**src/logic/shr_defines.svh**
```systemverilog
`ifndef SHR_DEFINES_SVH
`define SHR_DEFINES_SVH
// ----------------------------------------
// register word offsets (word addresses)
// ----------------------------------------
`define SHR_OFF_CTRL    4'h0
`define SHR_OFF_STATUS  4'h1
`define SHR_OFF_DATA    4'h2
`define SHR_OFF_EVENT   4'h3
`define SHR_OFF_MASK    4'h4
// ----------------------------------------
// control field positions
// ----------------------------------------
`define SHR_CTL_ENABLE  0
`define SHR_CTL_HWACK   1
`define SHR_CTL_START   2
`define SHR_CTL_STOP    3
`define SHR_CTL_ACK     4
`define SHR_CTL_SI      5
// ----------------------------------------
// status vectors
// ----------------------------------------
`define SHR_SV_MRX      4'h8
`define SHR_SV_MTX      4'hc
`define SHR_SV_START    4'he
`define SHR_SV_STX      4'h4
`define SHR_SV_STXERR   4'h5
`define SHR_SV_STOPDET  4'h1
`define SHR_SV_IDLE     4'h0
// ----------------------------------------
// reset values and timing
// ----------------------------------------
`define SHR_CTRL_RST    6'h00
`define SHR_MASK_RST    3'h0
`define SHR_HALF_NS     5000
`define SHR_CLK_NS      20
`define SHR_HALF_CYC    (`SHR_HALF_NS / `SHR_CLK_NS)
`endif

```
**src/logic/shr_pkg.sv**
```systemverilog
package shr_pkg;
  typedef enum logic [6:0] {
    ST_IDLE  = 7'b0000001,
    ST_START = 7'b0000010,
    ST_ADDR  = 7'b0000100,
    ST_RXB   = 7'b0001000,
    ST_TXB   = 7'b0010000,
    ST_HOLD  = 7'b0100000,
    ST_STOP  = 7'b1000000
  } shr_state_e;

  typedef struct packed {
    logic       si;
    logic       ack;
    logic       stop_request;
    logic       start_request;
    logic       hw_ack_enable;
    logic       enable;
  } shr_ctrl_s;

  typedef struct packed {
    logic [3:0] vector;
    logic       ack_request_flag;
    logic       arbitration_lost_flag;
    logic       ack_seen;
  } shr_status_s;

  typedef struct packed {
    logic scl_o;
    logic scl_oe;
    logic sda_o;
    logic sda_oe;
  } shr_pins_s;
endpackage

```
**src/logic/shr_hwack.sv**
```systemverilog
`timescale 1ns/1ps
`include "shr_defines.svh"
module shr_hwack #(
  parameter int HALF_CYC = `SHR_HALF_CYC
) (
  input  wire logic              mclk,
  input  wire logic              rst_n,
  input  wire logic              clk_en,
  input  wire logic [3:0]        avs_address,
  input  wire logic              avs_read,
  input  wire logic              avs_write,
  input  wire logic [31:0]       avs_writedata,
  output logic      [31:0]       avs_readdata,
  output logic                   avs_waitrequest,
  output logic                   irq,
  input  wire logic              scl_i,
  input  wire logic              sda_i,
  output shr_pkg::shr_pins_s     pins,
  input  wire logic              slave_sel
);
  import shr_pkg::*;

  // ----------------------------------------
  // pin synchronisers
  // ----------------------------------------
  logic [1:0] scl_sync_q, sda_sync_q;
  logic       scl_prev_q;
  always_ff @(posedge mclk) begin
    if (!rst_n) begin
      scl_sync_q <= 2'h3;
      sda_sync_q <= 2'h3;
      scl_prev_q <= 1'b1;
    end else if (clk_en) begin
      scl_sync_q <= {scl_sync_q[0], scl_i};
      sda_sync_q <= {sda_sync_q[0], sda_i};
      scl_prev_q <= scl_sync_q[1];
    end
  end
  wire scl_s   = scl_sync_q[1];
  wire sda_s   = sda_sync_q[1];
  wire scl_rise = scl_s & ~scl_prev_q;
  wire scl_fall = ~scl_s & scl_prev_q;
  logic sda_prev_q;
  always_ff @(posedge mclk) begin
    if (!rst_n)
      sda_prev_q <= 1'b1;
    else if (clk_en)
      sda_prev_q <= sda_s;
  end
  wire stop_seen  = scl_s & sda_s & ~sda_prev_q;
  wire start_seen = scl_s & ~sda_s & sda_prev_q;

  // ----------------------------------------
  // registers
  // ----------------------------------------
  shr_ctrl_s  ctrl_q;
  shr_status_s stat_q;
  logic [7:0] data_q;
  logic [7:0] shift_q;
  logic [2:0] event_q, mask_q;
  logic       data_wr_q;
  logic       master_q;
  shr_state_e state_q;
  logic [3:0] bit_q;
  logic [15:0] tick_q;
  logic       si_set, tx_done_ev, rx_done_ev, err_ev;

  // single-cycle answer: waitrequest only during the first cycle of a request
  logic ack_q;
  always_ff @(posedge mclk) begin
    if (!rst_n)
      ack_q <= 1'b0;
    else if (clk_en)
      ack_q <= (avs_read | avs_write) & ~ack_q;
  end
  assign avs_waitrequest = (avs_read | avs_write) & ~ack_q;
  wire wr_go = avs_write & ack_q & clk_en;
  wire rd_go = avs_read & ack_q & clk_en;

  always_ff @(posedge mclk) begin
    if (!rst_n) begin
      avs_readdata <= 32'h0;
    end else if (clk_en && avs_read && !ack_q) begin
      case (avs_address)
        `SHR_OFF_CTRL:   avs_readdata <= {26'h0, ctrl_q};
        `SHR_OFF_STATUS: avs_readdata <= {25'h0, stat_q};
        `SHR_OFF_DATA:   avs_readdata <= {24'h0, data_q};
        `SHR_OFF_EVENT:  avs_readdata <= {29'h0, event_q};
        `SHR_OFF_MASK:   avs_readdata <= {29'h0, mask_q};
        default:         avs_readdata <= 32'h0;
      endcase
    end
  end

  // ----------------------------------------
  // control register and interrupt flag
  // ----------------------------------------
  wire wr_ctrl = wr_go && avs_address == `SHR_OFF_CTRL;
  // pending data write is consumed when the held bus is let go, not at the write
  wire si_clear = state_q == ST_HOLD && !ctrl_q.si;
  always_ff @(posedge mclk) begin
    if (!rst_n) begin
      ctrl_q <= `SHR_CTRL_RST;
    end else if (clk_en) begin
      if (wr_ctrl)
        ctrl_q <= avs_writedata[5:0];
      if (si_set)
        ctrl_q.si <= 1'b1;   // set beats clear
      if (state_q == ST_START && tick_q == 16'h0)
        ctrl_q.start_request <= 1'b0;
      if (state_q == ST_STOP && tick_q == 16'h0)
        ctrl_q.stop_request <= 1'b0;
    end
  end

  always_ff @(posedge mclk) begin
    if (!rst_n) begin
      data_q    <= 8'h0;
      data_wr_q <= 1'b0;
    end else if (clk_en) begin
      if (wr_go && avs_address == `SHR_OFF_DATA) begin
        data_q    <= avs_writedata[7:0];
        data_wr_q <= 1'b1;
      end else if (si_clear)
        data_wr_q <= 1'b0;
      if (rx_done_ev)
        data_q <= shift_q;
    end
  end

  // ----------------------------------------
  // events and interrupt
  // ----------------------------------------
  wire [2:0] ev_in = {err_ev, rx_done_ev, tx_done_ev};
  wire rd_event = rd_go && avs_address == `SHR_OFF_EVENT;
  always_ff @(posedge mclk) begin
    if (!rst_n) begin
      event_q <= 3'h0;
      mask_q  <= `SHR_MASK_RST;
    end else if (clk_en) begin
      event_q <= (rd_event ? 3'h0 : event_q) | ev_in;
      if (wr_go && avs_address == `SHR_OFF_MASK)
        mask_q <= avs_writedata[2:0];
    end
  end
  assign irq = |(event_q & mask_q);

  // ----------------------------------------
  // bus engine
  // ----------------------------------------
  logic scl_drv_q, sda_drv_q;
  logic last_nack_q;
  assign si_set     = ((state_q == ST_RXB || state_q == ST_TXB) && scl_fall && bit_q == 4'h9)
                      || (state_q == ST_START && tick_q == 16'h0);
  assign tx_done_ev = state_q == ST_TXB && si_set;
  assign rx_done_ev = state_q == ST_RXB && si_set;
  assign err_ev     = state_q == ST_TXB && !master_q && stop_seen && bit_q != 4'h0;

  always_ff @(posedge mclk) begin
    if (!rst_n) begin
      state_q     <= ST_IDLE;
      bit_q       <= 4'h0;
      tick_q      <= 16'h0;
      shift_q     <= 8'h0;
      master_q    <= 1'b0;
      scl_drv_q   <= 1'b0;
      sda_drv_q   <= 1'b0;
      last_nack_q <= 1'b0;
      stat_q      <= '0;
    end else if (clk_en) begin
      if (tick_q != 16'h0)
        tick_q <= tick_q - 16'h1;
      case (state_q)
        ST_IDLE: begin
          scl_drv_q <= 1'b0;
          sda_drv_q <= 1'b0;
          if (ctrl_q.enable && !ctrl_q.si && ctrl_q.start_request) begin
            state_q <= ST_START;
            tick_q  <= 16'(HALF_CYC);
          end else if (slave_sel && ctrl_q.hw_ack_enable) begin
            state_q  <= ST_TXB;
            master_q <= 1'b0;
            shift_q  <= data_q;
            bit_q    <= 4'h0;
          end
        end
        ST_START: begin
          sda_drv_q <= 1'b1;
          if (tick_q == 16'h0) begin
            scl_drv_q     <= 1'b1;
            master_q      <= 1'b1;
            stat_q.vector <= `SHR_SV_START;
            state_q       <= ST_HOLD;
          end
        end
        ST_RXB, ST_TXB: begin
          // as master we make the link clock from the half-period counter
          if (master_q && tick_q == 16'h0) begin
            scl_drv_q <= ~scl_drv_q;
            tick_q    <= 16'(HALF_CYC);
          end
          if (scl_rise && bit_q < 4'h8) begin
            shift_q <= {shift_q[6:0], sda_s};
            bit_q   <= bit_q + 4'h1;
          end else if (scl_rise && bit_q == 4'h8) begin
            stat_q.ack_seen <= ~sda_s;
            bit_q           <= 4'h9;
          end
          if (scl_fall && bit_q < 4'h8)
            sda_drv_q <= (state_q == ST_TXB) && !shift_q[7];
          if (scl_fall && bit_q == 4'h8 && state_q == ST_TXB)
            sda_drv_q <= 1'b0;        // release for the far side's ack
          if (scl_fall && bit_q == 4'h8 && state_q == ST_RXB && ctrl_q.hw_ack_enable)
            sda_drv_q <= ctrl_q.ack;
          if (si_set) begin
            scl_drv_q   <= 1'b1;
            sda_drv_q   <= 1'b0;
            state_q     <= ST_HOLD;
            bit_q       <= 4'h0;
            last_nack_q <= state_q == ST_RXB && !ctrl_q.ack;
            stat_q.ack_request_flag <= 1'b0;
            if (state_q == ST_RXB)
              stat_q.vector <= `SHR_SV_MRX;
            else if (!master_q)
              stat_q.vector <= `SHR_SV_STX;
            else
              stat_q.vector <= `SHR_SV_MTX;
          end
          if (err_ev) begin
            stat_q.vector <= `SHR_SV_STXERR;
            state_q       <= ST_HOLD;
            scl_drv_q     <= 1'b0;
            sda_drv_q     <= 1'b0;
          end
          if (!master_q && !sda_drv_q && sda_s == 1'b0 && scl_rise && bit_q < 4'h8
              && state_q == ST_TXB && shift_q[7])
            stat_q.arbitration_lost_flag <= 1'b1;
        end
        ST_HOLD: begin
          if (!ctrl_q.si) begin
            scl_drv_q <= 1'b0;
            if (stat_q.vector == `SHR_SV_STXERR) begin
              state_q <= ST_IDLE;
            end else if (!master_q && (stat_q.arbitration_lost_flag || !stat_q.ack_seen)) begin
              state_q <= ST_STOP;
              tick_q  <= 16'h0;
            end else if (ctrl_q.stop_request) begin
              state_q <= ST_STOP;
              tick_q  <= 16'(HALF_CYC);
              sda_drv_q <= 1'b1;
            end else if (ctrl_q.start_request) begin
              state_q <= ST_START;
              sda_drv_q <= 1'b0;
              tick_q  <= 16'(HALF_CYC);
            end else if (data_wr_q || stat_q.vector == `SHR_SV_STX) begin
              state_q   <= ST_TXB;
              shift_q   <= data_q;
              sda_drv_q <= !data_q[7];    // first bit set up in the same cycle as clock release
              tick_q    <= 16'(HALF_CYC);
            end else if (!last_nack_q) begin
              state_q <= ST_RXB;
              tick_q  <= 16'(HALF_CYC);
            end
          end
        end
        ST_STOP: begin
          if (master_q) begin
            if (tick_q == 16'h0) begin
              sda_drv_q <= 1'b0;
              master_q  <= 1'b0;
              state_q   <= ctrl_q.start_request ? ST_START : ST_IDLE;
              tick_q    <= 16'(HALF_CYC);
            end
          end else if (stop_seen || start_seen) begin
            stat_q.vector <= `SHR_SV_STOPDET;
            stat_q.arbitration_lost_flag <= 1'b0;
            state_q <= ST_IDLE;
          end
        end
        default: state_q <= ST_IDLE;
      endcase
    end
  end

  assign pins.scl_o  = 1'b0;
  assign pins.sda_o  = 1'b0;
  assign pins.scl_oe = scl_drv_q;
  assign pins.sda_oe = sda_drv_q;
endmodule

```
**config.mk**
```make
export PLATFORM = sky130hd
export DESIGN_NAME = shr_hwack
export DESIGN_NICKNAME = d
export VERILOG_FILES = /design/src/logic/shr_pkg.sv /design/src/logic/shr_hwack.sv
export VERILOG_INCLUDE_DIRS = /design/src /design/src/logic
export SDC_FILE = /design/constraint.sdc
export NUM_CORES = 1
export LEC_CHECK = 0
export BUFFER_PORTS_ARGS = -buffer_cell sky130_fd_sc_hd__buf_2
export CORE_MARGIN = 1.5
export CORE_UTILIZATION = 50
export CTS_CLUSTER_SIZE = 28
export DETAILED_ROUTE_END_ITERATION = 8
export GPL_TIMING_DRIVEN = 0
export PLACE_DENSITY = 0.72
export SYNTH_ARGS = -nofsm -noshare
export SYNTH_HDL_FRONTEND = slang
export SYNTH_SLANG_ARGS = --single-unit
```
**constraint.sdc**
```tcl
create_clock -name mclk -period 3.02 [get_ports mclk]
set_clock_uncertainty 0.05 [all_clocks]
set_input_delay 0.906 -clock mclk [delete_from_list [all_inputs] [get_ports mclk]]
set_output_delay 0.906 -clock mclk [all_outputs]
set_load 0.02 [all_outputs]
```
* Yosys cells after proc, flatten, opt, wreduce, memory -nomap -nowiden
Index checks and enable logic that the tools add are counted.
** Cells by class
- $add $sub $neg :: 2
- Order comparisons :: 1
- Equality and inequality tests :: 38
- Muxes and demuxes :: 93
- Bitwise gates (word level) :: 21
- Reductions and logical operators :: 84
** Operators by type and width (number)
- $mux 16 :: 12
- $mux 7 :: 15
- $mux 8 :: 11
- $pmux 16 s4 :: 1
- $mux 4 :: 11
- $pmux 8 s5 :: 1
- $logic_and 1x1->1 :: 36
- $pmux 7 s5 :: 1
- $mux 1 :: 30
- $pmux 8 s3 :: 1
- $ne 2x2->1 const B :: 11
- $reduce_and 5->1 :: 4
- $logic_not 16->1 :: 1
- $reduce_bool 16->1 :: 1
- $sub 16x1->16 const B :: 1
- $reduce_and 2->1 :: 7
- $reduce_bool 2->1 :: 7
- $eq 4x3->1 const B :: 3
- $pmux 4 s3 :: 1
- $and 1x1->1 :: 11
- $reduce_and 11->1 :: 1
- $reduce_and 9->1 :: 1
- $reduce_bool 3->1 :: 3
- $eq 4x2->1 const B :: 2
- 41 further kinds :: 66
** Storage, ports and cells
- Bits in registers :: 105
- Logic and storage cells :: 266

* Depth between registers and ports, before layout
- Depth after elaboration :: 10
- Gate-level depth with buffers :: 11
- Mapped depth without buffers :: 9

* Least setup slack after synthesis
No wires, ideal clock.
- Path kind :: register to register
- Start :: register tick_q[0]
- End :: register state_q[0]
- Setup time :: 121 ps
- Arrival :: 2572 ps
- Path slack :: 277 ps
- Stages on the path, launching flop included :: 9
- Buffers on the path :: 0
- Clock period less this slack :: 2743 ps
- Path through :: dfxtp_1 > inv_1 > ha_1 > or4b_2 > nor4_4 > a21oi_1 > a2111o_1 > nor2_4 > mux2_2
** On the way
- Word-level cells in the longest chain between the ends :: 5
** Ends and longest elaborated chain
- start, declared :: line shr_hwack.sv:65 : logic [15:0] tick_q;
- start signal, assigned :: line shr_hwack.sv:172 : tick_q <= tick_q - 16'h1;
- start signal, assigned :: line shr_hwack.sv:179 : tick_q <= 16'(HALF_CYC);
- start signal, assigned :: line shr_hwack.sv:200 : tick_q <= 16'(HALF_CYC);
- $logic_not 16->1 (*) :: line shr_hwack.sv:154, shr_hwack.sv:189, shr_hwack.sv:268
- $logic_and 1x1->1 :: line shr_hwack.sv:154 : || (state_q == ST_START && tick_q == 16'h0);
- $logic_or 1x1->1 :: line shr_hwack.sv:154
- $ne 3x3->1 (no source line)
- $reduce_and 8->1 (no source line) (*)
- end signal, assigned :: line shr_hwack.sv:271 : state_q <= ctrl_q.start_request ? ST_START : ST_IDLE;
- end, declared :: line shr_hwack.sv:63 : shr_state_e state_q;
Every way passes the cells marked *; elsewhere a longest branch is shown, timed or not.
A chain may end at the register's enable or synchronous reset.

* Final worst setup path
Same ends and word-level chain as after synthesis.

==> impl_results.md <==
* Clk slew on worst S/H paths at 0.10 ns
* CP startpoint kind: flop
* Clock Path Buffers at 2
* Total Routing Usage GR at 0.287
* Detail Placement HPWL at 10.4 mm
* Synth cell count leaders: dfxtp_1 (80), nand2_1 (69), nor2_1 (54)
* Post-route antenna net violation count at 0
* Crit. End Element: flop
* Final Cell Area at about 5400 um^2
* Routed len/inst at approximately 17 um
* Worst reg2reg endpoint: state_q[0]
* Count of different cell masters after synthesis at 69
* Post-Synthesis Cells at between 500 and 600
* EDFF count, synth at 0
* Synth area leader: dfxtp_1
* Power Density at 658 nW/um^2
* Sum Neg Setup Slack at 0 ns
* Synth Register Bits at 80
* Hold/Removal Path Class: flop to flop
* R2R Setup Slk at 0.21 ns
* DP Area at 5190 um^2
* Synthesized cell area at 4780 um^2
* Seq/Total Area, Yosys at 0.335
* First-pass GRT wire length at 22.5 mm
* Max-slew headroom at 0.182
* Die area at roughly 10,000 um^2
* Slew Limit Fails at 0
* Synth area leaders: dfxtp_1 (33%), mux2i_1 (5.7%), nand2_1 (5.4%), buf_4 (4.6%), nor2_1 (4.2%)
* GP Congestion at 0.933
* Final-report hold violation count at 0
* Worst slack at placement at -0.0670 ns
* Crit path launch: tick_q[0]
* Die W at 101 um
* Ratio of cells with drive above 1 in the final layout at 0.149
* Setup crit end: state_q[0]
* RSZ-0062 raised after global routing: false
* IO Count at around 80
* CTS buffer count at 9
* Required @ worst endpoint at 3.23 ns
* Ys Warns at 0
* Final Cycle Share at 0.930
* Detailed Route WL at 13.8 mm
* Worst R2R Start: tick_q[0]
* Synth top area share at 0.335
* Largest net degree at the start of global routing at 17
* Final worst slack at 0.212 ns
* Critical path arrival at about 3.0 ns
* Initial Utilization at 0.518
* Max Freq at approximately 360 MHz
* Core area at 9240 um^2
* Maximum resistive drop on vdd at 271 uV
* Setup Viol. Count Final at 0
* Via-to-Cell Ratio at just under 6
* FFs w/ async S/R, synth at 0
* # diodes at 0
* First-pass DRT Iterations at 5
* P&R area growth vs syn at 13.6%
* # port buffers at 30
* Syn_area_per_cell at 8.01 um^2
* Number of global-route vias before repair at about 4,500
* R2r worst-path depth at 9
* Most frequent cell after synthesis: dfxtp_1
* LEAKAGE at 2.10 nW
* Slew @ Worst Pin at roughly 1.2 ns
* H-tree Lvls at 3
* Num rows at 35
* TritonCTS clock tree: done
* DR iter-0 viols at approximately 440
* Root buffer cell: clkbuf_8
* Layout Nets at 715
* Primary FF master, synth: dfxtp_1
* Status: finished, final reports clean
* Clock Sink Count at 80
* Drt drc at 0
* Clk_lat worst skew at 0.37 ns
* Initial antenna violation count at 0
* Time the worst path needs with I/O delays and setup at 2.81 ns
* Die height at just over 100 um
* Max_cap viols at 0
* Via Count at roughly 4,700
* Critical path class: flop to flop
* Grt ovf at 0
* Critical path peak fanout at 6
what timing repair did:
| action | CTS | global route |
|---|---|---|
| pin swaps | 1 | 0 |
| setup endpoints to repair | 18 | 8 |
| gates resized for setup | 0 | 5 |
| buffers inserted | 2 | 0 |
| cloned | 0 | 0 |
| hold buffers | 0 | 0 |
per-layer routing:
layer | GRT usage | routed length (um)
met1 | 0.358 | 5760
met2 | 0.473 | 6670
met3 | 0.0596 | 943
met4 | 0.132 | 454
met5 | 0 | 0
sequential cells by signal, indices dropped and copies added (netlist names), 2 cells and up:
signal / count
ctrl_q: 6
sda_sync_q: 2
mask_q: 3
state_q: 6
tick_q: 16
data_q: 8
shift_q: 8
event_q: 3
avs_readdata: 8
stat_q: 6
bit_q: 4
scl_sync_q: 2
cell families after synthesis:
kind of cell | Yosys count | share of synthesized area
AND/OR/NAND/NOR | 254 | 0.269
AO/OA/AOI/OAI | 140 | 0.201
flip-flops | 80 | 0.335
buffers and inverters | 72 | 0.0842
multiplexers | 30 | 0.0683
XOR/XNOR | 14 | 0.0256
adder cells (fa/ha/maj) | 6 | 0.0157
other | 1 | 0.000784
worst min path at each step:
stage                          from               to  slack [ns]  depth (start not counted)
global placement    avs_readdata[7]  avs_readdata[7]        0.40                          2
finish              avs_readdata[7]  avs_readdata[7]        0.41                          2
detailed placement  avs_readdata[7]  avs_readdata[7]        0.40                          2
global route        avs_readdata[7]  avs_readdata[7]        0.44                          2
CTS                 avs_readdata[7]  avs_readdata[7]        0.41                          2
floorplan             scl_sync_q[0]    scl_sync_q[0]        0.39                          2
power breakdown:
| part | internal [mW] | leakage [nW] | switching (mW) |
|---|---|---|---|
| clock network | 0.400 | 0.100 | 0.472 |
| logic | 0.551 | 1.35 | 0.870 |
| registers | 1.17 | 0.648 | 0.113 |
area by class of cell:
class	instances	area [um^2]
buffer	62	364
tap	129	161
multi-input combinational	470	2890
clock buffer	9	124
clock inverter	7	85.1
inverter	10	40.0
timing repair buffer	32	165
fill	894	3810
sequential	80	1600
cells in the final DEF (no fill, tap or decap), drive strengths merged, types with 15 or more instances in the layout:
cell type | Yosys | layout
dfxtp | 80 | 80
nand3 | 36 | 36
a21oi | 23 | 23
nand2 | 69 | 69
nor3 | 15 | 15
mux2i | 27 | 27
o21ai | 34 | 34
conb | 1 | 26
clkbuf | 27 | 36
buf | 35 | 67
nor2 | 55 | 55
nand2b | 15 | 15
through the flow:
| stage | utilization | hold WS, ns | cells | total power, mW |
|---|---|---|---|---|
| after global placement | 0.562 | 0.401 | 781 | 2.60 |
| after global routing | 0.588 | 0.441 | 799 | 3.79 |
| after floorplan | - | 0.391 | 622 | 2.33 |
| final | 0.588 | 0.409 | 799 | 3.57 |
| after detailed placement | 0.562 | 0.400 | 781 | 2.65 |
| after CTS | 0.586 | 0.414 | 799 | 3.56 |
critical path, stage by stage (launching register included):
cell and delay [ns]:
dfxtp_1 0.34, inv_1 0.10, ha_1 0.15, or4b_2 0.66, nor4_4 0.16, buf_4 0.19, a21oi_1 0.05, a2111o_1 0.42
nor2_4 0.22, mux2_2 0.36
Power figures use the tool's default switching activity.
